[config.mk]
export PLATFORM = sky130hd
export DESIGN_NAME = gpt_top
export DESIGN_NICKNAME = d
export VERILOG_FILES = /design/src/include/gpt_pkg.sv /design/src/rtl/gpt_top.sv
export SDC_FILE = /design/constraint.sdc
export NUM_CORES = 1
export LEC_CHECK = 0
export ABC_AREA = 1
export BUFFER_PORTS_ARGS = -buffer_cell sky130_fd_sc_hd__buf_2
export CAP_MARGIN = 10
export CORE_MARGIN = 5
export CORE_UTILIZATION = 48
export DETAILED_ROUTE_END_ITERATION = 10
export GPL_ROUTABILITY_DRIVEN = 0
export PLACE_DENSITY = 0.76
export SETUP_SLACK_MARGIN = 0.05
export SKIP_CTS_REPAIR_TIMING = 1
export SYNTH_ARGS = -nofsm -noshare
export SYNTH_HDL_FRONTEND = slang
export SYNTH_SLANG_ARGS = --single-unit
[constraint.sdc]
create_clock -name I_SYS_CLK -period 1.75 [get_ports I_SYS_CLK]
set_clock_uncertainty 0.2 [all_clocks]
set_input_delay 0.0875 -clock I_SYS_CLK [delete_from_list [all_inputs] [get_ports I_SYS_CLK]]
set_output_delay 0.0875 -clock I_SYS_CLK [all_outputs]
set_load 0.01 [all_outputs]
[src/include/gpt_pkg.sv]
/*
 * package of the gated period timer: register map, field layout,
 * reset values, mode codes and timing constants.
 * assumes: byte addressed avalon-mm slave with 32-bit data.
 */
package gpt_pkg;

   // --------------------------------------------------------------
   // register byte offsets
   // --------------------------------------------------------------
   localparam logic [4:0] REG_CTRL   = 5'h00;
   localparam logic [4:0] REG_PERIOD = 5'h04;
   localparam logic [4:0] REG_COUNT  = 5'h08;
   localparam logic [4:0] REG_DUTY   = 5'h0c;
   localparam logic [4:0] REG_STATUS = 5'h10;
   localparam logic [4:0] REG_MASK   = 5'h14;

   // --------------------------------------------------------------
   // field positions and reset values
   // --------------------------------------------------------------
   localparam int CTRL_W        = 7;
   localparam int STAT_W        = 2;
   localparam int STAT_MATCH    = 0;
   localparam int STAT_GATESTOP = 1;
   localparam logic [6:0] CTRL_RST   = 7'h00;
   localparam logic [7:0] PERIOD_RST = 8'hff;
   localparam logic [7:0] DUTY_RST   = 8'h00;
   localparam logic [7:0] COUNT_RST  = 8'h00;
   localparam logic [1:0] STAT_RST   = 2'h0;

   // --------------------------------------------------------------
   // timing: system clock and the divided timer clock
   // --------------------------------------------------------------
   localparam int SYS_PERIOD_NS  = 5;
   localparam int TCLK_PERIOD_NS = 20;
   localparam int TCLK_DIV       = (TCLK_PERIOD_NS + SYS_PERIOD_NS - 1) / SYS_PERIOD_NS;
   localparam logic [1:0] TDIV_LAST = 2'(TCLK_DIV - 1);

   // --------------------------------------------------------------
   // types
   // --------------------------------------------------------------
   typedef enum logic [4:0] {
      MODE_SW_GATE = 5'b00000,
      MODE_GATE_HI = 5'b00001,
      MODE_GATE_LO = 5'b00010
   } gpt_mode_t;

   typedef struct packed {
      logic [4:0] mode;
      logic       inst_clk;
      logic       run;
   } gpt_ctrl_t;

endpackage

[src/rtl/gpt_top.sv]
/*
 * gated period timer: 8-bit counter with software and hardware gating,
 * avalon-mm register slave, sticky events with mask, pwm compare output.
 * assumes: one system clock, gate input asynchronous to it.
 */
`timescale 1ns/1ps

// Overview of operation
// - divided timer clock: run bit and gate take effect two timer clocks late
// - instruction clock: gate delayed one period, run acts in next period
// - software gate: count on every timer clock while run set, else hold
// - count equal to period clears to zero on next timer clock
// - hardware gate modes also stop counting while gate inactive
// - mode 00001 runs on gate high, mode 00010 runs on gate low
// - gating stops counter so pwm period and high time stretch
module gpt_top
   import gpt_pkg::*;
(
   input  wire logic        I_SYS_CLK,
   input  wire logic        I_RST_N,
   input  wire logic [4:0]  I_AVS_ADDRESS,
   input  wire logic        I_AVS_READ,
   input  wire logic        I_AVS_WRITE,
   input  wire logic [31:0] I_AVS_WRITEDATA,
   input  wire logic        I_EXT_GATE_RESET_IN,
   output logic      [31:0] O_AVS_READDATA,
   output logic             O_AVS_WAITREQUEST,
   output logic             O_IRQ,
   output logic             O_POSTSCALED_MATCH,
   output logic             O_PWM
);

   // --------------------------------------------------------------
   // reset release
   // --------------------------------------------------------------
   logic rst_m;
   logic rst_n;

   always_ff @(posedge I_SYS_CLK or negedge I_RST_N) begin
      if (!I_RST_N) begin
         rst_m <= 1'b0;
         rst_n <= 1'b0;
      end else begin
         rst_m <= 1'b1;
         rst_n <= rst_m;
      end
   end

   // --------------------------------------------------------------
   // registers and internal state
   // --------------------------------------------------------------
   gpt_ctrl_t         ctrl;
   logic [7:0]        period_value;
   logic [7:0]        duty;
   logic [7:0]        count_value;
   logic [STAT_W-1:0] status;
   logic [STAT_W-1:0] mask;
   logic [1:0]        tdiv;
   logic              tick;
   logic [1:0]        run_p;
   logic [1:0]        gate_p;
   logic              gate_m;
   logic              gate_s;
   logic              run_eff;
   logic              gate_eff;
   logic              gate_ok;
   logic              gate_ok_q;
   logic              advance;
   logic              wrap;
   logic              ev_gatestop;
   logic              acc;
   logic              wr_en;
   logic [31:0]       next_readdata;

   // --------------------------------------------------------------
   // avalon-mm slave, one wait state per access
   // --------------------------------------------------------------
   assign acc   = (I_AVS_READ || I_AVS_WRITE) && O_AVS_WAITREQUEST;
   // write lands at the completing edge, while waitrequest is low
   assign wr_en = I_AVS_WRITE && !O_AVS_WAITREQUEST;

   always_comb begin
      next_readdata = 32'h0000_0000;
      unique case (I_AVS_ADDRESS)
         REG_CTRL:   next_readdata = {25'h000_0000, ctrl};
         REG_PERIOD: next_readdata = {24'h00_0000, period_value};
         REG_COUNT:  next_readdata = {24'h00_0000, count_value};
         REG_DUTY:   next_readdata = {24'h00_0000, duty};
         REG_STATUS: next_readdata = {30'h0000_0000, status};
         REG_MASK:   next_readdata = {30'h0000_0000, mask};
         default:    next_readdata = 32'h0000_0000;
      endcase
   end

   always_ff @(posedge I_SYS_CLK or negedge rst_n) begin
      if (!rst_n) begin
         O_AVS_WAITREQUEST <= 1'b1;
         O_AVS_READDATA    <= 32'h0000_0000;
      end else begin
         O_AVS_WAITREQUEST <= !acc;
         if (acc && I_AVS_READ) begin
            O_AVS_READDATA <= next_readdata;
         end
      end
   end

   always_ff @(posedge I_SYS_CLK or negedge rst_n) begin
      if (!rst_n) begin
         ctrl         <= CTRL_RST;
         period_value <= PERIOD_RST;
         duty         <= DUTY_RST;
         mask         <= STAT_RST;
      end else if (wr_en) begin
         unique case (I_AVS_ADDRESS)
            REG_CTRL:   ctrl         <= I_AVS_WRITEDATA[CTRL_W-1:0];
            REG_PERIOD: period_value <= I_AVS_WRITEDATA[7:0];
            REG_DUTY:   duty         <= I_AVS_WRITEDATA[7:0];
            REG_MASK:   mask         <= I_AVS_WRITEDATA[STAT_W-1:0];
            default:    ;
         endcase
      end
   end

   // --------------------------------------------------------------
   // timer clock enable
   // --------------------------------------------------------------
   assign tick = ctrl.inst_clk || (tdiv == TDIV_LAST);

   always_ff @(posedge I_SYS_CLK or negedge rst_n) begin
      if (!rst_n) begin
         tdiv <= 2'h0;
      end else if (tick) begin
         tdiv <= 2'h0;
      end else begin
         tdiv <= tdiv + 2'h1;
      end
   end

   // --------------------------------------------------------------
   // synchronisation of run bit and gate input
   // --------------------------------------------------------------
   always_ff @(posedge I_SYS_CLK or negedge rst_n) begin
      if (!rst_n) begin
         gate_m <= 1'b0;
         gate_s <= 1'b0;
      end else begin
         gate_m <= I_EXT_GATE_RESET_IN;
         gate_s <= gate_m;
      end
   end

   always_ff @(posedge I_SYS_CLK or negedge rst_n) begin
      if (!rst_n) begin
         run_p  <= 2'h0;
         gate_p <= 2'h0;
      end else if (tick) begin
         run_p  <= {run_p[0], ctrl.run};
         gate_p <= {gate_p[0], gate_s};
      end
   end

   assign run_eff  = ctrl.inst_clk ? run_p[0] : run_p[1];
   assign gate_eff = ctrl.inst_clk ? gate_p[0] : gate_p[1];

   // --------------------------------------------------------------
   // gating and counter
   // --------------------------------------------------------------
   // gate polarity per mode
   always_comb begin
      unique case (ctrl.mode)
         MODE_GATE_HI: gate_ok = gate_eff;
         MODE_GATE_LO: gate_ok = !gate_eff;
         default:      gate_ok = 1'b1;
      endcase
   end

   assign advance     = tick && run_eff && gate_ok;
   assign wrap        = advance && (count_value == period_value);
   assign ev_gatestop = gate_ok_q && !gate_ok && run_eff;

   always_ff @(posedge I_SYS_CLK or negedge rst_n) begin
      if (!rst_n) begin
         count_value <= COUNT_RST;
      end else if (wrap) begin
         count_value <= 8'h00;
      end else if (advance) begin
         count_value <= count_value + 8'h01;
      end
   end

   always_ff @(posedge I_SYS_CLK or negedge rst_n) begin
      if (!rst_n) begin
         gate_ok_q          <= 1'b1;
         O_POSTSCALED_MATCH <= 1'b0;
      end else begin
         gate_ok_q          <= gate_ok;
         O_POSTSCALED_MATCH <= wrap;
      end
   end

   always_ff @(posedge I_SYS_CLK or negedge rst_n) begin
      if (!rst_n) begin
         O_PWM <= 1'b0;
      end else begin
         O_PWM <= count_value < duty;
      end
   end

   // --------------------------------------------------------------
   // events and interrupt
   // --------------------------------------------------------------
   // set wins over write-one-to-clear
   always_ff @(posedge I_SYS_CLK or negedge rst_n) begin
      if (!rst_n) begin
         status <= STAT_RST;
      end else begin
         if (wr_en && I_AVS_ADDRESS == REG_STATUS) begin
            status <= status & ~I_AVS_WRITEDATA[STAT_W-1:0]
                      | {ev_gatestop, wrap};
         end else begin
            status <= status | {ev_gatestop, wrap};
         end
      end
   end

   always_ff @(posedge I_SYS_CLK or negedge rst_n) begin
      if (!rst_n) begin
         O_IRQ <= 1'b0;
      end else begin
         O_IRQ <= |(status & mask);
      end
   end

   // --------------------------------------------------------------
   // assertions
   // --------------------------------------------------------------
   a_run_sync_two: assert property (@(posedge I_SYS_CLK) disable iff (!rst_n)
      (!ctrl.inst_clk && $past(!ctrl.inst_clk) && $rose(run_eff))
      |-> $past(ctrl.run) && $past(ctrl.run, 2))
      else $error("run took effect too early");

   a_run_next_period: assert property (@(posedge I_SYS_CLK) disable iff (!rst_n)
      (ctrl.inst_clk && $past(ctrl.inst_clk)) |-> run_eff == $past(ctrl.run))
      else $error("run not applied in next period");

   a_count_hold: assert property (@(posedge I_SYS_CLK) disable iff (!rst_n)
      !run_eff |=> $stable(count_value))
      else $error("count moved while stopped");

   a_count_step: assert property (@(posedge I_SYS_CLK) disable iff (!rst_n)
      (advance && count_value != period_value)
      |=> count_value == $past(count_value) + 8'h01)
      else $error("count did not step by one");

   a_wrap_zero: assert property (@(posedge I_SYS_CLK) disable iff (!rst_n)
      (tick && run_eff && gate_ok && count_value == period_value)
      |=> count_value == 8'h00 && O_POSTSCALED_MATCH == 1'b1)
      else $error("count did not clear after match");

   a_gate_hi_stop: assert property (@(posedge I_SYS_CLK) disable iff (!rst_n)
      (ctrl.mode == MODE_GATE_HI && !gate_eff) |=> $stable(count_value))
      else $error("low gate did not stop count");

   a_gate_lo_stop: assert property (@(posedge I_SYS_CLK) disable iff (!rst_n)
      (ctrl.mode == MODE_GATE_LO && gate_eff && run_eff && tick)
      |=> $stable(count_value))
      else $error("inverted gate polarity wrong");

   a_pwm_stretch: assert property (@(posedge I_SYS_CLK) disable iff (!rst_n)
      (!advance && $past(!advance) && $stable(duty) && $past(rst_n))
      |=> $stable(O_PWM))
      else $error("pwm changed while timer gated");

endmodule

==> results.toml, run 1 <==
[outcome]
outcome = "finished, violations left"
violations = "hold timing"

[power_and_ir_drop]
p_int_mw = 2.751
p_sw_mw = 1.258
leakage_nw = 2.014
p_per_area_nw_per_um2 = 1057
pwr-share-comb_pct = 23.5
seq_power_share_pct = 44.2
vdd_drop_max_uv = 486.2
power_frac_clock_pct = 32.3
netSwitchingFraction_pct = 31.38

[min_path]
min_path_type = "input pin to flip-flop"
hold_depth = 5

[critical_path]
cp_max_fo = 10
critical_path.slowest_cell = "dfstp_2"
worstPathCellList = "xnor2_1 > nand2_1 > nor2_1 > nand2_2 > nand3_1 > nand2_1"
crit_required_ns = 1.77
r2r_cells = 6
critPathMaxStageDelay_ns = 0.57
cp-start-kind = "flip-flop"
crit_path_end_kind = "flip-flop"
crit_type = "flip-flop to flip-flop"
cp.arrival_ns = 1.61
cpMostUsedCell = "nand2_1"

[yosys]
synth_area_leaders = "dfrtp_1 (37%), nand2_1 (13%), dfstp_2 (8.1%)"
synth_seq_area_share_pct = 45.26
synth_compound_area_share_pct = 9.091
synth_top_flop_cell = "dfrtp_1"
synth-edff-count = 0
synthDistinctLibCells = 30
yosys.area.top_type_share_pct = 37.14
async_flop_share_pct = 100.0
syn_avg_cell_area_um2 = 8.127
yosys_warnings = 0
synth_top_area_cell = "dfrtp_1"
syn_inst = 398
synthAdderAreaFrac_pct = 3.482
synth_top_family_by_area = "simple AND/OR/NAND/NOR gates"
synthXorXnorAreaFrac_pct = 2.708
ys_ff_latch = 58
muxShareOfSynthArea_pct = 0
synth-simple-area-share_pct = 26.03
syn-cell-area_um2 = 3234

[clocking]
insertion_delay_ns = 0.34
clk_pin_slew_worst_paths_ns = 0.06
cts.sinks = 58
cts_tree = "done"
cts_buffers = 9
cts-root-buf = "clkbuf_8"
clk_path_buf_depth = 2
htree_num_levels = 3

[global_routing]
grt_antenna_before_repair = 0
overflow = 0
top_usage_layer = "met2"
grt_max_degree = 21
gr-usage-met1_pct = 22.44
grt_pass1_wl_um = 12120
grt_use_met2_pct = 28.65
grtUsageTotal_pct = 17.93
met3_usage_pct = 4.020
grt_pass1_vias = 2686

[routing]
drtPass1Iterations = 4
ant_nets = 0
vias = 2737
drtIter0Drc = 167
viasPerCell = 5.087
routed_wl_um = 7288
drc = 0
wl_per_cell_um = 13.55

[layout]
mostFrequentLayoutCells = "nand2_1 (108), dfrtp_1 (47), inv_1 (40), buf_2 (29), o21ai_1 (28)"
layout_commonest_cell = "nand2_1"
layout-drive-gt1-share_pct = 20.31
fillerInstances = 600
fin_nets = 504
diodes = 0
postLayoutCoreUtil_pct = 56.76
areaGrowthSynthToFinish_pct = 17.25

[placement]
io_buffers = 29
post-place-ws_ns = 0.06299
post-dp-hpwl_um = 5416

[floorplan]
die_h_um = 92.09
initial_core_util_pct = 48.41
die_w_um = 92.09
ios = 78
dieArea_um2 = 8480
core-area_um2 = 6681
rows = 30

[sta]
setup_slack_ns = 0.1640
rsz0062_at_grt = "false"
slew_viol_final = 0
max_freq_ghz = 0.6305
hold_violations = 1
period_minus_slack_ns = 1.586
whs_ns = -0.01132
final-setup-viol-count = 0
setup_tns_ns = 0
min_period_over_period_pct = 90.63

[flow_run]
drv_cap = 0
-- Yosys cell counts, drive strengths merged, types with 4 or more instances --
| library cell | instances |
|---|---|
| nor3 | 4 |
| buf | 36 |
| nand2 | 112 |
| dfrtp | 48 |
| xnor2 | 8 |
| nand3 | 28 |
| ha | 9 |
| a21oi | 5 |
| inv | 45 |
| o21ai | 43 |
| nand4 | 21 |
| nor2 | 21 |
| dfstp | 10 |
-- layout make-up --
class	count	area, µm²	area share, %
repair buffers	57	412.9	10.89
clock inverters	2	35.03	0.9238
clock buffers	14	172.7	4.553
well taps	80	100.1	2.639
flip-flops and latches	58	1465	38.63
inverters	45	168.9	4.454
multi-input cells	282	1438	37.91
-- metrics by stage --
step,std cells,area [µm²],power (mW)
after floorplan,421,3322,2.411
after global placement,509,3447,2.659
after detailed placement,509,3447,2.705
after CTS,525,3655,4.000
after global routing,538,3792,4.228
final,538,3792,4.008
-- metal layers --
layer  wire, µm  vias to the layer above
li1           -                     1354
met1       3246                     1272
met2       3377                       93
met3        507                       18
met4        156                        0
met5          0                        -
-- worst max-delay path, delay by kind of cell, from the launching register on --
kind / cells / cell delay, ns
simple gates: 5 / 0.57
flops: 1 / 0.57
xor+xnor: 1 / 0.12
-- sequential cells by signal (all words and copies together) (netlist names), 2 cells and up --
signal and flops:
O_AVS_READDATA 8, count_value 8, duty 8, period_value 8
ctrl 7, gate_p 2, mask 2, run_p 2
status 2, tdiv 2
-- path summary, 6_finish.rpt --
path | startpoint | to | slack, ns
worst max-delay path | period_value[7] | count_value[5] | 0.16
worst min-delay path | I_AVS_ADDRESS[0] | status[1] | -0.01
worst max register to register | period_value[7] | count_value[5] | 0.16
worst min register to register | rst_n | gate_m | 0.03
max in group asynchronous | rst_n | period_value[7] | 0.77
min in group asynchronous | rst_n | gate_m | 0.03
-- power by group through the flow --
stage	Clock (mW)	Sequential [mW]	Combinational, mW
floorplan	0	1.78	0.632
global placement	0	1.78	0.876
detailed placement	0	1.79	0.911
CTS	1.31	1.77	0.916
global route	1.36	1.80	1.06
finish	1.29	1.77	0.943
-- logic make-up (layout without fill, tap and decap cells) --
group                    Yosys count  count (layout)
XOR/XNOR                          10              10
buffers and inverters             81             118
other                              2              25
adder cells (fa/ha/maj)            9               9
flip-flops                        58              58
AO/OA/AOI/OAI                     51              51
AND/OR/NAND/NOR                  187             187
Power figures use the tool's default switching activity.
==> run 2: changes to the inputs <==
Settings changed: PLACE_DENSITY 0.76 to 0.74.
==> run 2 against run 1 <==
- the flow still finishes with violations (hold timing)
- largest cell class unchanged
- die area did not move
- highest routed layer unchanged
- largest power group unchanged
- wire length is 2.9% lower
- register-to-register slack got worse by 0.02 ns
==> results.toml, run 2 (same netlist as run 1, synthesis figures left out) <==
[global_routing]
grt_use_met2_pct = 29.68
grt_pass1_vias = 2555
overflow = 0
met3_usage_pct = 4.676
grtUsageTotal_pct = 18.07
grt_max_degree = 22
top_usage_layer = "met2"
grt_antenna_before_repair = 0
grt_pass1_wl_um = 12020
gr-usage-met1_pct = 22.02

[placement]
post_dp_cell_area_um2 = 3440
io_buffers = 29
post-dp-hpwl_um = 5189

[sta]
setup_tns_ns = 0
final-setup-viol-count = 0
rsz0062_at_grt = "false"
whs_ns = -0.01861
slew_viol_final = 0
hold_violations = 2
min_period_over_period_pct = 91.87
max_freq_ghz = 0.6220
relSlewSlack_pct = 64.69
period_minus_slack_ns = 1.608
tightestPinTransition_ns = 0.5297

[floorplan]
die_h_um = 92.09
ios = 78
initial_core_util_pct = 48.41
die_w_um = 92.09
dieArea_um2 = 8480
core-area_um2 = 6681
rows = 30

[power_and_ir_drop]
p_int_mw = 2.521
p_sw_mw = 1.303
vdd_drop_max_uv = 588.0
netSwitchingFraction_pct = 34.07
power_frac_clock_pct = 29.3
seq_power_share_pct = 46.4
fin_total_pwr_mw = 3.823
leakage_nw = 1.987
p_per_area_nw_per_um2 = 1017
pwr-share-comb_pct = 24.4

[routing]
drtIter0Drc = 181
drc = 0
viasPerCell = 5.024
drtPass1Iterations = 4
wl_per_cell_um = 13.18
ant_nets = 0
vias = 2698
routed_wl_um = 7077

[layout]
mostFrequentLayoutCells = "nand2_1 (107), dfrtp_1 (46), inv_1 (40), o21ai_1 (29), buf_2 (29)"
areaGrowthSynthToFinish_pct = 16.25
fin_nets = 503
diodes = 0
layout_commonest_cell = "nand2_1"
layout-drive-gt1-share_pct = 21.01
finalInstanceArea_um2 = 3760

[clocking]
clk_pin_slew_worst_paths_ns = 0.07
cts.sinks = 58
cts_tree = "done"
insertion_delay_ns = 0.35
clk_path_buf_depth = 2
htree_num_levels = 3
cts_buffers = 9
cts-root-buf = "clkbuf_8"

[critical_path]
cp_max_fo = 16
worstPathCellList = "nor2_1 > buf_4 > nand2_2 > nand2_1 > o21ai_2"
crit_required_ns = 1.82
crit_start = "O_AVS_WAITREQUEST"
r2r_setup_slack_ns = 0.14
crit_path_end_kind = "flip-flop"
crit_type = "flip-flop to flip-flop"
critical_path.slowest_cell = "dfstp_2"
r2r_cells = 5
cp.arrival_ns = 1.68
cp-start-kind = "flip-flop"
regToRegStartpoint = "O_AVS_WAITREQUEST"
critPathMaxStageDelay_ns = 0.55
r2r_end = "period_value[6]"

[min_path]
min_path_type = "input pin to flip-flop"
hold_depth = 5
min_from = "I_AVS_ADDRESS[0]"
hold_end = "status[1]"

[flow_run]
drv_cap = 0

[outcome]
outcome = "finished, violations left"
violations = "hold timing"
==> run 2: power groups by stage <==
stage / Clock (mW) / Sequential, mW / Combinational (mW)
finish: 1.12 / 1.77 / 0.932
global route: 1.20 / 1.81 / 1.06
CTS: 1.14 / 1.77 / 0.901
detailed placement: 0 / 1.79 / 0.890
global placement: 0 / 1.79 / 0.862
floorplan: 0 / 1.78 / 0.632
==> run 2: how the worst max path moves through the flow <==
stage | end | slack [ns] | depth (start not counted)
floorplan | status[0] | 0.28 | 6
global placement | count_value[5] | 0.08 | 6
detailed placement | count_value[6] | 0.07 | 6
CTS | count_value[0] | 0.05 | 6
global route | count_value[6] | 0.05 | 9
finish | period_value[6] | 0.14 | 5
==> run 2: worst max-delay path: cells and delay by family, from the launching register on <==
family          cells  cell delay [ns]
flops               1             0.55
simple gates        3             0.53
buf+inv             1             0.15
compound gates      1             0.10
==> run 2: through the flow <==
stage	utilization, %	worst slack [ns]	cells
2_1_floorplan	-	0.2825	421
3_3_place_gp	51.48	0.08422	508
3_5_place_dp	51.48	0.07250	508
6_report	56.27	0.1423	537
4_1_cts	54.16	0.04628	524
5_1_grt	56.27	0.05030	537
==> run 2: final cells by class <==
class	instances	area, µm²
clock buffers	10	137.6
clock inverters	6	41.29
fillers	604	2922
inverters	45	168.9
multi-input cells	282	1440
flip-flops and latches	58	1466
well taps	80	100.1
repair buffers	56	405.4
==> run 2: metal layers <==
metal	vias up	share of wire, %
met5	-	0
li1	1349	-
met3	6	7.7
met4	0	1.3
met2	91	47
met1	1252	44
==> run 3: changes to the inputs <==
Settings changed: ABC_AREA 1 to default.
==> run 3 against run 2 <==
- the flow finishes with violations (setup timing)
- non-clock buffer count increased by 9
- highest routed layer unchanged
- count of clock-buffer cells in the layout increased by 3
- final cell count decreased by 26%
- fmax decreased by 14%
- core utilization increased by 5.2 points
- critical path depth unchanged
- clock power decreased by 4%
- synthesized cell count decreased by 38%
- combinational power increased by 20%
- first-iteration DRC count decreased by 57%
==> results.toml, run 3 <==
[flow_run]
drv_cap = 0

[power_and_ir_drop]
vdd_drop_max_uv = 564.2
p_per_area_nw_per_um2 = 1081
pwr-share-comb_pct = 27.9
leakage_nw = 1.824
power_frac_clock_pct = 27.0
netSwitchingFraction_pct = 29.76
seq_power_share_pct = 45.1
p_int_mw = 2.815
p_sw_mw = 1.193

[placement]
post_dp_cell_area_um2 = 3313
io_buffers = 29
place_inst = 365
post-place-ws_ns = -0.05384
post-dp-hpwl_um = 4233

[yosys]
synth_seq_area_share_pct = 48.49
synth_commonest_cells = "dfrtp_1 (48), buf_4 (26), mux2_2 (23)"
synth-simple-area-share_pct = 9.656
yosys_warnings = 0
synthXorXnorAreaFrac_pct = 2.321
synth_top_area_cell = "dfrtp_1"
synth_area_leaders = "dfrtp_1 (40%), dfstp_2 (8.7%), mux2_2 (8.6%)"
muxShareOfSynthArea_pct = 18.61
synth_top_flop_cell = "dfrtp_1"
yosys.area.top_type_share_pct = 39.78
syn_avg_cell_area_um2 = 12.22
syn-cell-area_um2 = 3019
ys_ff_latch = 58
async_flop_share_pct = 100.0
synth_top_family_by_area = "multiplexers"
syn_inst = 247
synth_most_common_cell = "dfrtp_1"
synth-edff-count = 0
synthAdderAreaFrac_pct = 3.730
synth_compound_area_share_pct = 8.537
synthDistinctLibCells = 35

[critical_path]
cp-start-kind = "flip-flop"
endpoint = "count_value[2]"
regToRegStartpoint = "period_value[4]"
cp.arrival_ns = 1.88
cp_max_fo = 7
r2r_end = "count_value[2]"
r2r_cells = 5
crit_type = "flip-flop to flip-flop"
crit_start = "period_value[4]"
crit_required_ns = 1.76
r2r_setup_slack_ns = -0.12
crit_path_end_kind = "flip-flop"

[clocking]
clk_path_buf_depth = 2
cts-root-buf = "clkbuf_8"
cts_buffers = 9
clk_pin_slew_worst_paths_ns = 0.07
insertion_delay_ns = 0.33
cts.sinks = 58
htree_num_levels = 3
cts_tree = "done"

[global_routing]
grt_max_degree = 57
grt_pass1_vias = 1965
grt_antenna_before_repair = 0
grt_pass1_wl_um = 9508
grtUsageTotal_pct = 16.06
overflow = 0

[routing]
top_layer = "met4"
wl_per_cell_um = 15.67
viasPerCell = 5.071
route.met2.wl_um = 3034
drtPass1Iterations = 4
wl_met3_um = 386
routed_wl_um = 6205
ant_nets = 0
drtIter0Drc = 77
drc = 0
wl_met1_um = 2677
vias = 2008

[sta]
final-setup-viol-count = 8
rsz0062_at_grt = "true"
hold_violations = 0
max_freq_ghz = 0.5353
min_period_over_period_pct = 106.8
setup_slack_ns = -0.1182
slew_viol_final = 0
period_minus_slack_ns = 1.868
setup_tns_ns = -0.7539

[layout]
diodes = 0
layout-drive-gt1-share_pct = 40.81
postLayoutCoreUtil_pct = 61.50
mostFrequentLayoutCells = "dfrtp_1 (45), buf_2 (30), conb_1 (25), mux2_2 (23), buf_4 (16)"
finalNonFillerCells = 396
fin_nets = 367
finalInstanceArea_um2 = 3706
fillerInstances = 484
areaGrowthSynthToFinish_pct = 22.75
layout_commonest_cell = "dfrtp_1"

[floorplan]
initial_core_util_pct = 50.10
die_h_um = 89.31
die_w_um = 89.31
core-area_um2 = 6026
dieArea_um2 = 7976
ios = 78
rows = 28

[min_path]
min_path_type = "flip-flop to asynchronous set/reset pin"

[outcome]
violations = "setup timing"
outcome = "finished, violations left"
run 3: cell count changes after synthesis, moves of 11 or more:
cell / delta
o21ai_1: -28
nand3_1: -25
inv_1: -31
a22o_1: +12
nand2_1: -97
nand4_1: -18
nor2_1: -11
mux2_2: +23
run 3: layout make-up:
type / count / area, µm² / share of cell area (%)
Tap cell: 75 / 93.84 / 2.532
Multi-Input combinational cell: 173 / 1448 / 39.06
Clock buffer: 13 / 158.9 / 4.288
Clock inverter: 3 / 15.01 / 0.4051
Sequential cell: 58 / 1468 / 39.60
Timing Repair Buffer: 65 / 489.2 / 13.20
Inverter: 9 / 33.78 / 0.9115
run 3: logic make-up after synthesis:
logic type | after synthesis
flops | 58
simple gates | 51
mux | 41
compound gates | 39
buf+inv | 39
fa+ha+maj | 9
xor+xnor | 8
other cells | 2
run 3: worst min path at each step:
stage,startpoint,to,slack (ns)
2_1_floorplan,I_RST_N,rst_m,-0.41
3_3_place_gp,I_RST_N,rst_m,-0.33
3_5_place_dp,I_RST_N,rst_m,-0.33
4_1_cts,I_RST_N,rst_n,-0.68
5_1_grt,rst_n,tdiv[1],0.09
6_report,rst_n,gate_p[1],0.05
run 3: layer usage:
layer / vias up / track usage (%)
li1: 967 / -
met5: - / 0
met1: 975 / 20.78
met4: 0 / 6.495
met2: 56 / 25.85
met3: 10 / 4.055
run 3: power by group through the flow:
stage	Sequential, mW	Clock [mW]	Combinational [mW]
CTS	1.80	1.10	1.04
finish	1.81	1.08	1.12
floorplan	1.80	0	0.720
global route	1.84	1.17	1.25
detailed placement	1.82	0	1.03
global placement	1.80	0	0.994
run 3: worst max-delay path, stage by stage, from the launching register on:
cell and delay [ns]:
dfstp_2 0.57, xnor2_2 0.13, nand4_1 0.17, nor2_2 0.19, and2b_2 0.29, a22o_1 0.20
run 3: stage by stage:
step | power, mW | hold slack, ns
2_1_floorplan | 2.524 | -0.4081
3_3_place_gp | 2.798 | -0.3274
3_5_place_dp | 2.844 | -0.3265
4_1_cts | 3.937 | -0.6796
5_1_grt | 4.254 | 0.08619
6_report | 4.007 | 0.05191
